--- src/logic/aec_defines.svh ---
`ifndef AEC_DEFINES_SVH
`define AEC_DEFINES_SVH
// Status byte classes
`define AEC_CLS_REJECT 8'h40
`define AEC_CLS_SPEC 8'h10
`define AEC_CLS_DEVICE 8'h80
`define AEC_CLS_NONE 8'h00
// Error numbers
`define AEC_E_SST_ADDR 8'h23
`define AEC_E_SST_INFLAG 8'h25
`define AEC_E_SST_ODDCNT 8'h26
`define AEC_E_SST_BIGCNT 8'h27
`define AEC_E_SST_ODDADR 8'h28
`define AEC_E_IF_ONES 8'h2A
`define AEC_E_IF_ZEROS 8'h2B
`define AEC_E_IF_FORM 8'h2C
`define AEC_E_FEATURE 8'h2D
`define AEC_E_POR_NRDY 8'h2E
`define AEC_E_POR_OK 8'h2F
`define AEC_E_POR_OFFCYL 8'h30
`define AEC_E_SEEK_TMO 8'h31
`define AEC_E_OUT_PAR 8'h32
`define AEC_E_IF2_ZEROS 8'h34
`define AEC_E_IF2_ONES 8'h35
`define AEC_E_BUS_PAR 8'h36
`define AEC_E_RD_SYNC 8'h38
`define AEC_E_RD_IDSYNC 8'h39
`define AEC_E_BC_ODDCNT 8'h40
`define AEC_E_BC_ODDADR 8'h41
`define AEC_E_ST_MOD 8'h42
`define AEC_E_ST_INFLAG 8'h43
`define AEC_E_ST_NRDY 8'h44
// Field positions and limits
`define AEC_INFLAG_BIT 13
`define AEC_SST_MAX_CNT 16'h0018
`define AEC_IF_ONES 8'hFF
`define AEC_IF_ZEROS 8'h00
// Seek timeout
`define AEC_CLK_HZ 10000000
`define AEC_SEEK_TMO_MS 130
`define AEC_SEEK_TMO_CYC ((`AEC_CLK_HZ / 1000) * `AEC_SEEK_TMO_MS)
`endif

--- src/logic/aec_pkg.sv ---
package aec_pkg;
	// Checker states
	typedef enum logic [1:0] {
		AEC_IDLE = 2'b00,
		AEC_SEEK = 2'b01,
		AEC_DONE = 2'b10
	} aec_state_t;
	// Whole block state
	typedef struct packed {
		aec_state_t st;
		logic [20:0] seek_cnt;
		logic [7:0] err;
		logic [7:0] cls;
		logic done;
	} aec_regs_t;
endpackage

--- src/logic/aec_sync2.sv ---
`timescale 1ns/1ps
// Two flip-flop synchroniser for a bus of pin levels
module aec_sync2 #(
	parameter int W = 8
) (
	input wire logic clk_i, // Clock
	input wire logic srst_i, // Sync reset
	input wire logic [W-1:0] d_i, // Async pins
	output logic [W-1:0] q_o // Synchronised
);
	logic [W-1:0] meta_q; // First stage, read only by second
	// Plain double register
	always_ff @(posedge clk_i)
	begin
		if (srst_i)
		begin
			meta_q <= '0;
			q_o <= '0;
		end
		else
		begin
			meta_q <= d_i;
			q_o <= meta_q;
		end
	end
endmodule

--- src/logic/aec_classifier.sv ---
`timescale 1ns/1ps
`include "aec_defines.svh"
module aec_classifier (
	input wire logic clk_i, // 10 MHz clock
	input wire logic srst_i, // Sync reset, active high
	input wire logic sst_imm_i, // Status-transfer immediate command pulse
	input wire logic [15:0] sst_imm_addr_i, // Block address from modifier field
	input wire logic sst_blk_i, // Status-transfer block fetched pulse
	input wire logic st_blk_i, // Start-transfer block fetched pulse
	input wire logic [15:0] blk_w0_i, // Block word 0
	input wire logic [15:0] blk_w6_i, // Block word 6, byte count
	input wire logic [15:0] blk_w7_i, // Block word 7, data address
	input wire logic byte_cnt_i, // Block is of byte-counting kind
	input wire logic mod_ok_i, // Modifier is permitted
	input wire logic mod_wants_in_i, // Modifier needs input flag set
	input wire logic if_chk_i, // First interface check pulse
	input wire logic if_chk2_i, // Second interface check pulse
	input wire logic [7:0] drv_bus_i, // Drive interface lines, async
	input wire logic form_bad_i, // Drive info not of expected form
	input wire logic feat_bad_i, // Feature id not permitted
	input wire logic por_chk_i, // Power-on state sample pulse
	input wire logic drv_ready_i, // Drive ready, async
	input wire logic drv_oncyl_i, // Drive on cylinder, async
	input wire logic seek_start_i, // Seek issued pulse
	input wire logic seek_end_i, // Seek-end or seek-error interrupt
	input wire logic out_par_err_i, // Outbound parity error pulse
	input wire logic bus_par_err_i, // Bus-in/out parity suspect pulse
	input wire logic rd_diag_i, // Read diagnostic in progress
	input wire logic rd_sync_err_i, // Sync or correction error pulse
	input wire logic rd_id_err_i, // Id sync or id CRC error pulse
	input wire logic status_ack_i, // Host took status, clears it
	output logic done_o, // Status ready, level
	output logic [15:0] status_w3_o, // Status block word 3
	output logic [7:0] completion_status_byte_o // Completion class byte
);
	aec_pkg::aec_regs_t r_q; // All registered state
	aec_pkg::aec_regs_t r_d; // Next state
	logic [7:0] bus_s; // Synchronised drive lines
	logic [1:0] st_s; // Synchronised ready/on cylinder
	logic [7:0] ev_err; // Error picked this cycle
	logic [7:0] ev_cls; // Class picked this cycle
	logic ev; // Some error this cycle

	// Drive pins cross from the cable, so double register them
	aec_sync2 #(
		.W(10)
	) u_sync (
		.clk_i(clk_i),
		.srst_i(srst_i),
		.d_i({drv_oncyl_i, drv_ready_i, drv_bus_i}),
		.q_o({st_s, bus_s})
	);

	// Odd test shared by counts and addresses
	function automatic logic is_odd(input logic [15:0] v);
		is_odd = v[0];
	endfunction

	// Priority picker; first hit in each group wins
	always_comb
	begin
		ev = 1'b0;
		ev_err = `AEC_CLS_NONE;
		ev_cls = `AEC_CLS_NONE;
		if (sst_imm_i && is_odd(sst_imm_addr_i))
		begin
			ev = 1'b1;
			ev_err = `AEC_E_SST_ADDR;
			ev_cls = `AEC_CLS_REJECT;
		end
		else if (sst_blk_i)
		begin
			// Status-transfer block checks
			ev_cls = `AEC_CLS_SPEC;
			ev = 1'b1;
			if (!blk_w0_i[`AEC_INFLAG_BIT])
				ev_err = `AEC_E_SST_INFLAG;
			else if (is_odd(blk_w6_i))
				ev_err = `AEC_E_SST_ODDCNT;
			else if (blk_w6_i > `AEC_SST_MAX_CNT)
				ev_err = `AEC_E_SST_BIGCNT;
			else if (is_odd(blk_w7_i))
				ev_err = `AEC_E_SST_ODDADR;
			else
			begin
				ev = 1'b0;
				ev_cls = `AEC_CLS_NONE;
			end
		end
		else if (st_blk_i)
		begin
			// Start-transfer block checks, then drive state
			ev = 1'b1;
			ev_cls = `AEC_CLS_SPEC;
			if (!mod_ok_i)
				ev_err = `AEC_E_ST_MOD;
			else if (blk_w0_i[`AEC_INFLAG_BIT] != mod_wants_in_i)
				ev_err = `AEC_E_ST_INFLAG;
			else if (byte_cnt_i && is_odd(blk_w6_i))
				ev_err = `AEC_E_BC_ODDCNT;
			else if (byte_cnt_i && is_odd(blk_w7_i))
				ev_err = `AEC_E_BC_ODDADR;
			else if (st_s != 2'b11)
			begin
				ev_err = `AEC_E_ST_NRDY;
				ev_cls = `AEC_CLS_DEVICE;
			end
			else
			begin
				ev = 1'b0;
				ev_cls = `AEC_CLS_NONE;
			end
		end
		// A block that passes its checks must not hide a drive fault or a seek expiry
		if (!ev)
		begin
			// Drive side faults, all device status class
			ev = 1'b1;
			ev_cls = `AEC_CLS_DEVICE;
			if (if_chk_i && bus_s == `AEC_IF_ONES)
				ev_err = `AEC_E_IF_ONES;
			else if (if_chk_i && bus_s == `AEC_IF_ZEROS)
				ev_err = `AEC_E_IF_ZEROS;
			else if (if_chk2_i && bus_s == `AEC_IF_ZEROS)
				ev_err = `AEC_E_IF2_ZEROS;
			else if (if_chk2_i && bus_s == `AEC_IF_ONES)
				ev_err = `AEC_E_IF2_ONES;
			else if (form_bad_i)
				ev_err = `AEC_E_IF_FORM;
			else if (feat_bad_i)
				ev_err = `AEC_E_FEATURE;
			else if (por_chk_i && st_s == 2'b00)
				ev_err = `AEC_E_POR_NRDY;
			else if (por_chk_i && st_s == 2'b11)
				ev_err = `AEC_E_POR_OK;
			else if (por_chk_i && st_s == 2'b01)
				ev_err = `AEC_E_POR_OFFCYL;
			else if (r_q.st == aec_pkg::AEC_SEEK && !seek_end_i
				&& r_q.seek_cnt == 21'(`AEC_SEEK_TMO_CYC - 1))
				ev_err = `AEC_E_SEEK_TMO;
			else if (out_par_err_i)
				ev_err = `AEC_E_OUT_PAR;
			else if (bus_par_err_i)
				ev_err = `AEC_E_BUS_PAR;
			else if (rd_diag_i && rd_sync_err_i)
				ev_err = `AEC_E_RD_SYNC;
			else if (rd_diag_i && rd_id_err_i)
				ev_err = `AEC_E_RD_IDSYNC;
			else
			begin
				ev = 1'b0;
				ev_cls = `AEC_CLS_NONE;
			end
		end
	end

	// Next-state logic: seek timer and status latch
	always_comb
	begin
		r_d = r_q;
		case (r_q.st)
			aec_pkg::AEC_IDLE:
			begin
				// Timer idle until a seek is issued
				r_d.seek_cnt = '0;
				if (seek_start_i)
					r_d.st = aec_pkg::AEC_SEEK;
			end
			aec_pkg::AEC_SEEK:
			begin
				// Interrupt stops the timer; expiry is caught by picker
				r_d.seek_cnt = r_q.seek_cnt + 21'd1;
				if (seek_end_i)
					r_d.st = aec_pkg::AEC_IDLE;
				else if (r_q.seek_cnt == 21'(`AEC_SEEK_TMO_CYC - 1))
					r_d.st = aec_pkg::AEC_DONE;
			end
			default:
			begin
				// Timed out; wait for a new seek
				r_d.seek_cnt = '0;
				if (seek_start_i)
					r_d.st = aec_pkg::AEC_SEEK;
			end
		endcase
		// First error held until host takes it; a new error wins over ack
		if (ev && (!r_q.done || status_ack_i))
		begin
			r_d.err = ev_err;
			r_d.cls = ev_cls;
			r_d.done = 1'b1;
		end
		else if (status_ack_i)
		begin
			r_d.done = 1'b0;
			r_d.err = `AEC_CLS_NONE;
			r_d.cls = `AEC_CLS_NONE;
		end
	end

	// State register
	always_ff @(posedge clk_i)
	begin
		if (srst_i)
			r_q <= '{st: aec_pkg::AEC_IDLE, seek_cnt: '0, err: '0, cls: '0, done: 1'b0};
		else
			r_q <= r_d;
	end

	// Outputs straight from registers
	assign done_o = r_q.done;
	assign status_w3_o = {8'h00, r_q.err};
	assign completion_status_byte_o = r_q.cls;
endmodule

--- config.mk ---
export PLATFORM = sky130hd
export DESIGN_NAME = aec_classifier
export DESIGN_NICKNAME = d
export VERILOG_FILES = /design/src/logic/aec_pkg.sv /design/src/logic/aec_sync2.sv /design/src/logic/aec_classifier.sv
export VERILOG_INCLUDE_DIRS = /design/src /design/src/logic
export SDC_FILE = /design/constraint.sdc
export NUM_CORES = 1
export LEC_CHECK = 0
export BUFFER_PORTS_ARGS = -buffer_cell sky130_fd_sc_hd__buf_2
export CORE_UTILIZATION = 43
export DETAILED_ROUTE_END_ITERATION = 10
export PLACE_DENSITY = 0.88
export SYNTH_ARGS = -nofsm -noshare
export SYNTH_HDL_FRONTEND = slang
export SYNTH_SLANG_ARGS = --single-unit
--- constraint.sdc ---
create_clock -name clk_i -period 2 [get_ports clk_i]
set_input_delay 0.2 -clock clk_i [delete_from_list [all_inputs] [get_ports clk_i]]
set_output_delay 0.2 -clock clk_i [all_outputs]
set_load 0.05 [all_outputs]
# Word-level counts from Yosys, hierarchy flattened

Cells that the tools add are included.

Magnitude comparators: 1
Equal/unequal tests: 8
Reductions and logical operators: 24
Add/subtract/negate cells: 1
Bitwise gates (word level): 1
Multiplexer cells: 87

Operators with widths:

| operator                | count |
|---|---|
| $mux W8                 | 40 |
| $mux W7                 | 6 |
| $mux W17                | 2 |
| $mux W1                 | 27 |
| $mux W6                 | 4 |
| $mux W23                | 1 |
| $add A21 B1 Y21 const B | 1 |
| $eq A21 B21 Y1 const B  | 1 |
| $mux W5                 | 4 |
| $gt A16 B5 Y1 const B   | 1 |
| $logic_and A1 B1 Y1     | 15 |
| $eq A8 B8 Y1 const B    | 1 |
| $logic_not A8 Y1        | 1 |
| $mux W2                 | 3 |
| $eq A2 B1 Y1 const B    | 2 |
| $reduce_bool A2 Y1      | 2 |
| $ne A3 B2 Y1 const B    | 1 |
| $eq A2 B2 Y1 const B    | 1 |
| $logic_not A1 Y1        | 2 |
| $logic_not A2 Y1        | 1 |
| $ne A2 B2 Y1 const B    | 1 |
| $reduce_and A2 Y1       | 1 |
| $reduce_or A2 Y1        | 1 |
| $logic_or A1 B1 Y1      | 1 |
| other kinds (2)         | 2 |

Output and inout bits: 25
Logic and storage cells: 129
Bits of input ports: 95
Bits in registers: 60

# Depth between registers and ports, before layout

Gate-level depths: netlist (run 1).

Depth in word-level cells: 25
Gate-level depth with buffers: 9

# By module

Synthesis (run 1) repeated with hierarchy kept, for this count alone.

Cell total of the unflattened synthesis: 314
Area, all modules: 2748.9 µm²

Modules (own cells, without submodules):

| module         | seq. area each (µm²) | area each (µm²) | cells each | times used |
|---|---|---|---|---|
| aec_classifier | 680.7                | 2130.8          | 272        | 1 |
| aec_sync2      | 400.4                | 618.1           | 42         | 1 |

# Worst setup path after synthesis (run 1)

Ideal clock, no wire load.

Path kind: register to register
From: reg r_q[17] (netlist name)
To: reg r_q, in the netlist status_w3_o[1]
Path slack: -201 ps
Data arrival time: 2100 ps
Data required time: 1899 ps
Setup time: 101 ps
Cell stages (with the launch flop): 9
Path through: dfxtp_1 > ha_1 > and4_4 > nand4_1 > or4_1 > nand3_1 > o41ai_1 > buf_2 > o41ai_1

Cells in the longest elaborated chain, start to end: 15
Elaborated cells on any way between the ends: 27
Classes of those cells: eq/ne: 1; mux: 23; reduce/logical: 3

RTL lines:

| item                                           | line                  | source |
|---|---|---|
| start, declared                                | aec_classifier.sv:36  | `aec_pkg::aec_regs_t r_q;` |
| start signal, assigned                         | aec_classifier.sv:205 | `r_q <= '{st: aec_pkg::AEC_IDLE, seek_cnt: '0, err: '0, cls: '0, done: 1'b0};` |
| start signal, assigned                         | aec_classifier.sv:207 | `r_q <= r_d;` |
| $eq A21 B21 Y1 *                               | aec_classifier.sv:139 | `` && r_q.seek_cnt == 21'(`AEC_SEEK_TMO_CYC - 1)) `` |
| $logic_and A1 B1 Y1 *                          | aec_classifier.sv:138 | `else if (r_q.st == aec_pkg::AEC_SEEK && !seek_end_i` |
| $mux W1                                        | aec_classifier.sv:138 |  |
| $mux W1                                        | aec_classifier.sv:136 | `else if (por_chk_i && st_s == 2'b01)` |
| $mux W1                                        | aec_classifier.sv:134 | `else if (por_chk_i && st_s == 2'b11)` |
| $mux W1                                        | aec_classifier.sv:132 | `else if (por_chk_i && st_s == 2'b00)` |
| $mux W1                                        | aec_classifier.sv:130 | `else if (feat_bad_i)` |
| $mux W1                                        | aec_classifier.sv:128 | `else if (form_bad_i)` |
| $mux W1                                        | aec_classifier.sv:126 | `` else if (if_chk2_i && bus_s == `AEC_IF_ONES) `` |
| $mux W1                                        | aec_classifier.sv:124 | `` else if (if_chk2_i && bus_s == `AEC_IF_ZEROS) `` |
| $mux W1                                        | aec_classifier.sv:122 | `` else if (if_chk_i && bus_s == `AEC_IF_ZEROS) `` |
| $mux W1                                        | aec_classifier.sv:120 | `` if (if_chk_i && bus_s == `AEC_IF_ONES) `` |
| $mux W1                                        | aec_classifier.sv:115 | `if (!ev)` |
| $logic_and A1 B1 Y1                            | aec_classifier.sv:187 | `if (ev && (!r_q.done \|\| status_ack_i))` |
| $mux W17 or $reduce_bool A2 Y1 (tied branches) | --                    |  |

Mark *: on every way between the ends. The rest lies on a longest branch, timed or not.
A chain may end at the register's enable or synchronous reset.

# Final worst setup path (run 1)

From: reg r_q[24] (netlist name)
To: reg r_q, in the netlist status_w3_o[0]

Same word-level chain as after synthesis.

==> results of run 1 <==
-- cells by family after synthesis --
logic type	share of synthesized area (%)
AO/OA/AOI/OAI	14.81
XOR/XNOR	4.192
adder cells (fa/ha/maj)	0.4657
buffers and inverters	10.01
flip-flops	40.24
other	0.1396
AND/OR/NAND/NOR	30.14
-- through the flow --
step	cells	TNS, ns
floorplan	333	-0.04600
global placement	475	-0.6461
detailed placement	475	-1.001
CTS	491	-0.7403
global route	494	-2.454
finish	494	-0.8228
-- routing by layer --
| metal | up-vias | routed length [microns] |
|---|---|---|
| met5 | - | 0 |
| met4 | 0 | 109 |
| met3 | 9 | 514 |
| met2 | 103 | 3270 |
| met1 | 1191 | 2608 |
| li1 | 1298 | - |
-- final timing paths --
| kind | to | slack, ns | start | depth (start not counted) |
|---|---|---|---|---|
| worst max-delay path | status_w3_o[0] | -0.20 | r_q[24] | 7 |
| worst min-delay path | u_sync.meta_q[9] | 0.08 | drv_oncyl_i | 2 |
| worst max register to register | status_w3_o[0] | -0.20 | r_q[24] | 7 |
| worst min register to register | u_sync.q_o[5] | 0.44 | u_sync.meta_q[5] | 1 |
-- state kept, by name, summed over array words and instances, names as in the netlist --
signal                    flops
completion_status_byte_o      3
done_o                        1
u_sync.meta_q                10
u_sync.q_o                   10
r_q                          23
status_w3_o                   7
-- power by group --
part | internal, mW | total [mW] | switching, mW | leakage, nW
logic | 0.152 | 0.402 | 0.250 | 0.934
clock network | 0.382 | 0.761 | 0.379 | 0.0591
registers | 1.11 | 1.13 | 0.0152 | 0.444
-- layout by cell type, fill, tap and decap left out, types with 3 or more instances in the layout --
master and instances:
nor2_1 27, and3_1 3, nand2b_1 4, nor3_1 3, conb_1 14, dfxtp_1 49
buf_2 60, xor2_1 8, xnor2_1 3, nor4_1 5, nor2b_1 21, inv_1 5
nand2_1 22, o21ai_0 20, dfxtp_2 5, or3_1 8, nor3b_1 3, or4_4 3
a21oi_1 21, clkbuf_8 5, nand3_1 16, a31oi_1 4, buf_4 52, nand4_1 10
-- cells in the mapped netlist, types with 2 or more instances --
cell       n  area, sq um
o21ai_1    2        10.01
a31oi_1    4        25.02
and2_1     2        12.51
o21ai_0   20        100.1
o21a_1     2        15.01
or4_1      2        15.01
o41ai_1    3        26.28
nand3_1   18        90.09
buf_2      3        15.01
nor2_1    28        105.1
a311oi_1   2        17.52
nor3b_1    4        30.03
clkbuf_1   5        18.77
or3_1      9        56.30
a21oi_1   22        110.1
nand2b_1   4        25.02
dfxtp_1   54         1081
nand4_1   10        62.56
nor2b_1   21        131.4
or4_4      2        22.52
buf_6      2        22.52
xor2_1     8        70.07
nand2_1   22        82.58
nor4_1     5        31.28
xnor2_1    3        26.28
nor3_1     3        15.01
and3_1     4        25.02
o22ai_1    2        12.51
buf_4     24        180.2
inv_1      5        18.77
nand4b_1   2        17.52
-- what timing repair did --
action,in CTS,in global routing
buffers inserted,7,3
gates cloned,1,0
pin swaps,6,2
endpoints found under the setup margin,10,15
resized for setup,6,5
hold endpoints to repair,0,0
-- layout make-up --
cell class                      instances  area [sq um]
Inverter                                5         18.77
Clock buffer                            5         68.82
Tap cell                               75         93.84
Multi-Input combinational cell        240          1479
Sequential cell                        54          1087
Clock inverter                          3         47.55
Fill cell                             528          2505
Timing Repair Buffer                  112         690.7
==> results.ini, run 1 <==
[cells_and_area]
fin_util_pct = 58.19
areaGrowthSynthToFinish_pct = 29.76
final_area_sq_mm = 0.003486
drive_gt1_share_pct = 35.32
final_nets = 514
antenna_cells = 0

[floorplan]
fp.dieArea_sq_mm = 0.006567
core_sq_mm = 0.005991
die_w_microns = 81.04
num_rows = 28
dieHeight_microns = 81.04
pin_count = 120
start_util_pct = 44.84

[critical_path]
cp.arrival_ns = 2.42
path_class = reg2reg
path_cells = or4b_1, or4_4, nor4_4, o21ai_2, nand2_1, nand3_1, a311oi_1
cp-end-kind = flop
slowest_delay_ns = 0.52
critical_path.slowest_cell = or4b_1
critPathBufInv = 0
path_delay_family = simple AND/OR/NAND/NOR gates
path_max_fanout = 3
crit_path_start_kind = flop
cp.required_ns = 2.22

[drt]
firstDrtPassIters = 4
vias = 2601
viasPerCell = 5.265
drtIter0Drc = 155
post-route-drc-count = 0
wl_per_cell_microns = 13.16
final_antenna_net_count = 0
routed_wirelength_mm = 6.502

[global_routing]
overflow = 0
grt_max_degree = 22
use_met3_pct = 5.393
grtUsageMet2_pct = 38.40
grt_pass1_vias = 2498
top_usage_layer = met2
grt_usage_pct = 20.77
antenna_found_initial = 0
grt_pass1_wl_mm = 10.71
use_met1_pct = 23.12

[clock_tree]
cts.clk_slew.worst_paths_ns = 0.11
numCtsBuffers = 5
worstSkewPairLatency_ns = 0.32
clock-sinks = 54
cts_tree = yes
cts_hold_buf = 0
htreeDepth = 2
clk_path_buf_depth = 2
cts.root.buffer_cell = clkbuf_8

[synth]
synthArstFlopShare_pct = 0
ys_types = 54
synth_cells = 320
synth_area_sq_mm = 0.002686
synthFlopType = dfxtp_1
synth-seq-area-share_pct = 40.24
synth_edf_count = 0
ys_seq_elements = 54
yosys_warnings = 0
synth_area_per_cell_sq_um = 8.395

[power_and_ir_drop]
powerDensity_mw_per_mm2 = 656.7
design_power_total_mw = 2.289
vdd_drop_max_mv = 0.5942
leakagePower_nw = 1.438

[placement]
hpwl_mm = 4.687
io_buffers = 60
place_area_sq_mm = 0.003228
dp_slack_ns = -0.1915
place.gp.congestion = 0.8603

[min_path]
hold_class = in2reg

[sta]
holdWs_ns = 0.07922
min_period_ns = 2.201
rsz0062_at_grt = yes
setup_viol = 11
finalCritPeriodShare_pct = 110.0
fmax_mhz = 454.4
clock_skew_ns = 0.01374
slew_violations = 0
timing.final.ws_setup_ns = -0.2009
hold_viol = 0

[run]
drv_cap = 0

[run_status]
status = finished, violations left
violations = negative setup slack

Note: power is estimated with default switching activity, not from simulation.
==> run 2, diff against run 1 <==
--- a/config.mk
+++ b/config.mk
@@ -10,6 +10,7 @@
 export CORE_UTILIZATION = 43
 export DETAILED_ROUTE_END_ITERATION = 10
 export PLACE_DENSITY = 0.88
+export RECOVER_POWER = 50
 export SYNTH_ARGS = -nofsm -noshare
 export SYNTH_HDL_FRONTEND = slang
 export SYNTH_SLANG_ARGS = --single-unit
==> results.ini, run 2 (synthesis results as in run 1) <==
[run_status]
status = finished, violations left
violations = negative setup slack

[sta]
setup-tns-final_ns = -0.8285
clock_skew_ns = 0.01274
hold_viol = 0
min_period_ns = 2.197
relSlewSlack_pct = 52.11
timing.final.ws_setup_ns = -0.1972
worst_pin_slew_ns = 0.7184
fmax_mhz = 455.1
setup_viol = 11
finalCritPeriodShare_pct = 109.9
holdWs_ns = 0.07885
rsz0062_at_grt = yes
slew_violations = 0

[critical_path]
slowest_delay_ns = 0.52
crit_path_start_kind = flop
critical_path.slowest_cell = or4b_1
path_class = reg2reg
cp-end-kind = flop
cp.arrival_ns = 2.42
cp.required_ns = 2.22
path_delay_family = simple AND/OR/NAND/NOR gates
path_max_fanout = 3
path_cells = or4b_1, or4_4, nor4_4, o21ai_2, nand2_1, nand3_1, a311oi_1
critPathBufInv = 0
cp.depth = 7
reg2reg_depth = 7

[cells_and_area]
fin_util_pct = 58.04
final-seq-area_sq_mm = 0.001087
layout_common_cells = 53 x buf_2, 52 x buf_4, 49 x dfxtp_1
largest_reg_flops = 23
drive_gt1_share_pct = 33.65
multi_input_area_sq_mm = 0.001479
antenna_cells = 0
largestRegisters = r_q: 23 flops, u_sync.meta_q: 10 flops, u_sync.q_o: 10 flops
finalNonFillerCells = 494
final_nets = 514
layout_commonest_cell = buf_2
areaGrowthSynthToFinish_pct = 29.44
n_fill_cell = 532
final_area_sq_mm = 0.003477
top_register = r_q

[power_and_ir_drop]
powerDensity_mw_per_mm2 = 658.6
clkPwrFrac_pct = 33.4
switching_power_uw = 647.0
p_comb_share_pct = 17.5
p_seq_share_pct = 49.2
leakagePower_nw = 1.412
intPower_mw = 1.643
vdd_drop_max_mv = 0.5976
switching_share_pct = 28.25

[floorplan]
pin_count = 120
core_sq_mm = 0.005991
start_util_pct = 44.84
num_rows = 28
fp.dieArea_sq_mm = 0.006567
dieHeight_microns = 81.04
die_w_microns = 81.04

[placement]
place.gp.congestion = 0.8603
dpl.cell_count = 475
place_area_sq_mm = 0.003228
hpwl_mm = 4.687
io_buffers = 60

[global_routing]
antenna_found_initial = 0
grt_pass1_vias = 2498
grt_usage_pct = 20.77
grt_max_degree = 22
overflow = 0
grt_pass1_wl_mm = 10.71

[clock_tree]
cts.root.buffer_cell = clkbuf_8
numCtsBuffers = 5
clk_path_buf_depth = 2
cts.clk_slew.worst_paths_ns = 0.11
cts_hold_buf = 0
htreeDepth = 2
worstSkewPairLatency_ns = 0.32
cts_tree = yes
clock-sinks = 54

[drt]
drtIter0Drc = 156
post-route-drc-count = 0
vias = 2604
wl_per_cell_microns = 13.19
firstDrtPassIters = 4
final_antenna_net_count = 0
routed_wirelength_mm = 6.517
viasPerCell = 5.271

[run]
drv_cap = 0

[min_path]
hold_class = in2reg
min_path_cells = 2

-- run 2: changes by cell type in the layout (fill, tap and decap cells not counted), sizes merged --
cell	previous run	this run
clkbuf	5	12
buf	112	105
-- run 2: what timing repair did --
action	CTS	global route
pin swaps	6	2
gates resized for setup	6	5
cloned	1	0
setup buffers	7	3
endpoints found under the setup margin	10	15
-- run 2: area by class of cell --
class | instances | area share [%]
flip-flops and latches | 54 | 31.27
clock buffers | 5 | 1.979
multi-input cells | 240 | 42.53
clock inverters | 3 | 1.367
well taps | 75 | 2.699
repair buffers | 112 | 19.61
inverters | 5 | 0.5398
-- run 2: path summary, 6_finish.rpt --
path                         start  slack [ns]               end
hold reg to reg   u_sync.meta_q[5]        0.44     u_sync.q_o[5]
setup / recovery           r_q[24]       -0.20    status_w3_o[0]
hold / removal         drv_oncyl_i        0.08  u_sync.meta_q[9]
setup reg to reg           r_q[24]       -0.20    status_w3_o[0]
-- run 2: routing by layer --
layer	global-route usage, %	wire length (microns)	share of wire, %	up-vias
li1	-	-	-	1296
met1	23.12	2630	40	1190
met2	38.40	3255	50	107
met3	5.393	521	8.0	11
met4	6.071	110	1.7	0
met5	0	0	0	-
-- run 2: power groups by stage --
stage	clock network (mW)	logic, mW	registers, mW
2_1_floorplan	0	0.283	1.15
3_3_place_gp	0	0.363	1.15
3_5_place_dp	0	0.370	1.15
4_1_cts	0.763	0.394	1.13
5_1_grt	0.813	0.434	1.13
6_report	0.764	0.400	1.13
-- run 2: metrics by stage --
step	power (mW)	worst slack, ns
2_1_floorplan	1.435	-0.04600
3_3_place_gp	1.513	-0.1542
3_5_place_dp	1.522	-0.1915
4_1_cts	2.284	-0.2022
5_1_grt	2.379	-0.2819
6_report	2.290	-0.1972
==> run 3, diff against run 2 <==
--- a/config.mk
+++ b/config.mk
@@ -6,10 +6,11 @@
 export SDC_FILE = /design/constraint.sdc
 export NUM_CORES = 1
 export LEC_CHECK = 0
+export ABC_AREA = 1
 export BUFFER_PORTS_ARGS = -buffer_cell sky130_fd_sc_hd__buf_2
 export CORE_UTILIZATION = 43
 export DETAILED_ROUTE_END_ITERATION = 10
-export PLACE_DENSITY = 0.88
+export PLACE_DENSITY = 0.87
 export RECOVER_POWER = 50
 export SYNTH_ARGS = -nofsm -noshare
 export SYNTH_HDL_FRONTEND = slang
==> results.ini, run 3 <==
[run_status]
violations = negative setup slack
status = finished, violations left

[min_path]
hold_class = in2reg

[cells_and_area]
layout_common_cells = 73 x inv_1, 70 x nand2_1, 55 x buf_2
layout_commonest_cell = inv_1
largestRegisters = r_q: 23 flops, u_sync.meta_q: 10 flops, u_sync.q_o: 10 flops
final_nets = 585
largest_reg_flops = 23
final-seq-area_sq_mm = 0.001087
multi_input_area_sq_mm = 0.001501
antenna_cells = 0
top_register = r_q
areaGrowthSynthToFinish_pct = 25.20
n_fill_cell = 599
drive_gt1_share_pct = 29.59

[synth]
synth_area_leaders = dfxtp_1 38%, inv_1 9.9%, nand2_1 9.8%
yosysMostFrequentCell = inv_1
ys_types = 38
synth-seq-area-share_pct = 38.13
yosys.area.top_type = dfxtp_1
synth_commonest_cells = 75 x inv_1, 74 x nand2_1, 54 x dfxtp_1, 54 x nor2_1, 28 x a21oi_1
synthFlopType = dfxtp_1
synth_area_sq_mm = 0.002835
ys_seq_elements = 54
netlist.area_leader.share_pct = 38.13
synthArstFlopShare_pct = 0
synth_area_per_cell_sq_um = 6.799
yosys_warnings = 0
synth_cells = 417
synth_edf_count = 0

[critical_path]
cp-end-kind = flop
critPathBufInv = 1
path_delay_family = simple AND/OR/NAND/NOR gates
path_max_fanout = 4
cp.arrival_ns = 2.35
cp.required_ns = 2.25
crit_path_start_kind = flop
critical_path.slowest_cell = dfxtp_2
path_cells = ha_4, nand2_4, nor2_4, inv_2, nor3_4, nand2_1, nor2_2, nand2_2, nor2_2, nand3_1, nor2_1, nand2_2, or2_1, a21oi_2
slowest_delay_ns = 0.38
path_class = reg2reg

[sta]
worst_pin_slew_ns = 0.5914
clock_skew_ns = 0.005797
relSlewSlack_pct = 60.74
min_period_ns = 2.101
setup-tns-final_ns = -0.5580
finalCritPeriodShare_pct = 105.1
fmax_mhz = 475.9
slew_violations = 0
setup_viol = 14
rsz0062_at_grt = yes
hold_viol = 0
timing.final.ws_setup_ns = -0.1014

[global_routing]
grt_pass1_wl_mm = 10.50
grt_pass1_vias = 2570
grt_usage_pct = 17.96
grt_max_degree = 34
overflow = 0
antenna_found_initial = 0

[placement]
dp_slack_ns = -0.08744
io_buffers = 60
place.gp.congestion = 0.8914
hpwl_mm = 4.624

[drt]
viasPerCell = 4.933
drtIter0Drc = 158
routed_wirelength_mm = 6.490
final_antenna_net_count = 0
vias = 2797
wl_per_cell_microns = 11.45
post-route-drc-count = 0
firstDrtPassIters = 4

[floorplan]
die_w_microns = 83.20
pin_count = 120
num_rows = 29
dieHeight_microns = 83.20
fp.dieArea_sq_mm = 0.006922
start_util_pct = 44.65
core_sq_mm = 0.006350

[clock_tree]
htreeDepth = 2
cts.root.buffer_cell = clkbuf_8
cts.clk_slew.worst_paths_ns = 0.10
cts_hold_buf = 0
clk_path_buf_depth = 2
numCtsBuffers = 5
cts_tree = yes
clock-sinks = 54
worstSkewPairLatency_ns = 0.31

[run]
drv_cap = 0

[power_and_ir_drop]
vdd_drop_max_mv = 0.4230
design_power_total_mw = 2.180
leakagePower_nw = 1.606
powerDensity_mw_per_mm2 = 614.1

## run 3: layout make-up
cell class	count	share of cell area [%]
tap	77	2.714
clock inverter	3	0.8107
timing repair buffer	83	13.57
sequential	54	30.63
inverter	76	8.037
multi-input combinational	269	42.30
clock buffer	5	1.939
## run 3: final timing paths
| kind | start | end | slack [ns] | depth (start not counted) |
|---|---|---|---|---|
| worst max-delay path | r_q[18] | r_q[35] | -0.10 | 14 |
| worst min-delay path | drv_bus_i[0] | u_sync.meta_q[0] | 0.08 | 3 |
| worst min register to register | u_sync.meta_q[0] | u_sync.q_o[0] | 0.41 | 2 |
| worst max register to register | r_q[18] | r_q[35] | -0.10 | 14 |
## run 3: through the flow
step           cell area [sq um]  hold WS (ns)  cells  util [%]
3_5_place_dp                3171        0.3937    550     49.93
2_1_floorplan               2884        0.3070    430         -
4_1_cts                     3289       0.07206    560     51.80
6_report                    3550       0.07685    567     55.90
5_1_grt                     3550       0.07453    567     55.90
3_3_place_gp                3171        0.3917    550     49.93
## run 3: kinds of logic after synthesis
family	share of synthesized area [%]
simple gates	31.86
xor+xnor	0.6179
compound gates	11.16
other cells	0.1323
flops	38.13
buf+inv	17.65
fa+ha+maj	0.4412
## run 3: power breakdown
group          switching [mW]  internal [mW]  total [mW]
logic                   0.282          0.122       0.404
clock network           0.383          0.262       0.646
registers              0.0181           1.11        1.13
total                   0.683           1.50        2.18
## run 3: tightest hold or removal path, delay by kind of cell
family	cells	cell delay, ns
buf+inv	2	0.13
simple gates	1	0.03
## run 3: what timing repair did
item,4_1_cts,5_1_grt
resized for setup,3,55
buffers inserted,2,7
hold endpoints to repair,0,0
endpoints found under the setup margin,6,18
pin swaps,4,20
## run 3: per-layer routing
layer / vias to the layer above / GRT usage (%) / part of all wire (%)
li1: 1423 / - / -
met1: 1277 / 21.25 / 42
met2: 90 / 33.08 / 52
met3: 7 / 2.883 / 5.3
met4: 0 / 5.329 / 1.2
met5: - / 0 / 0
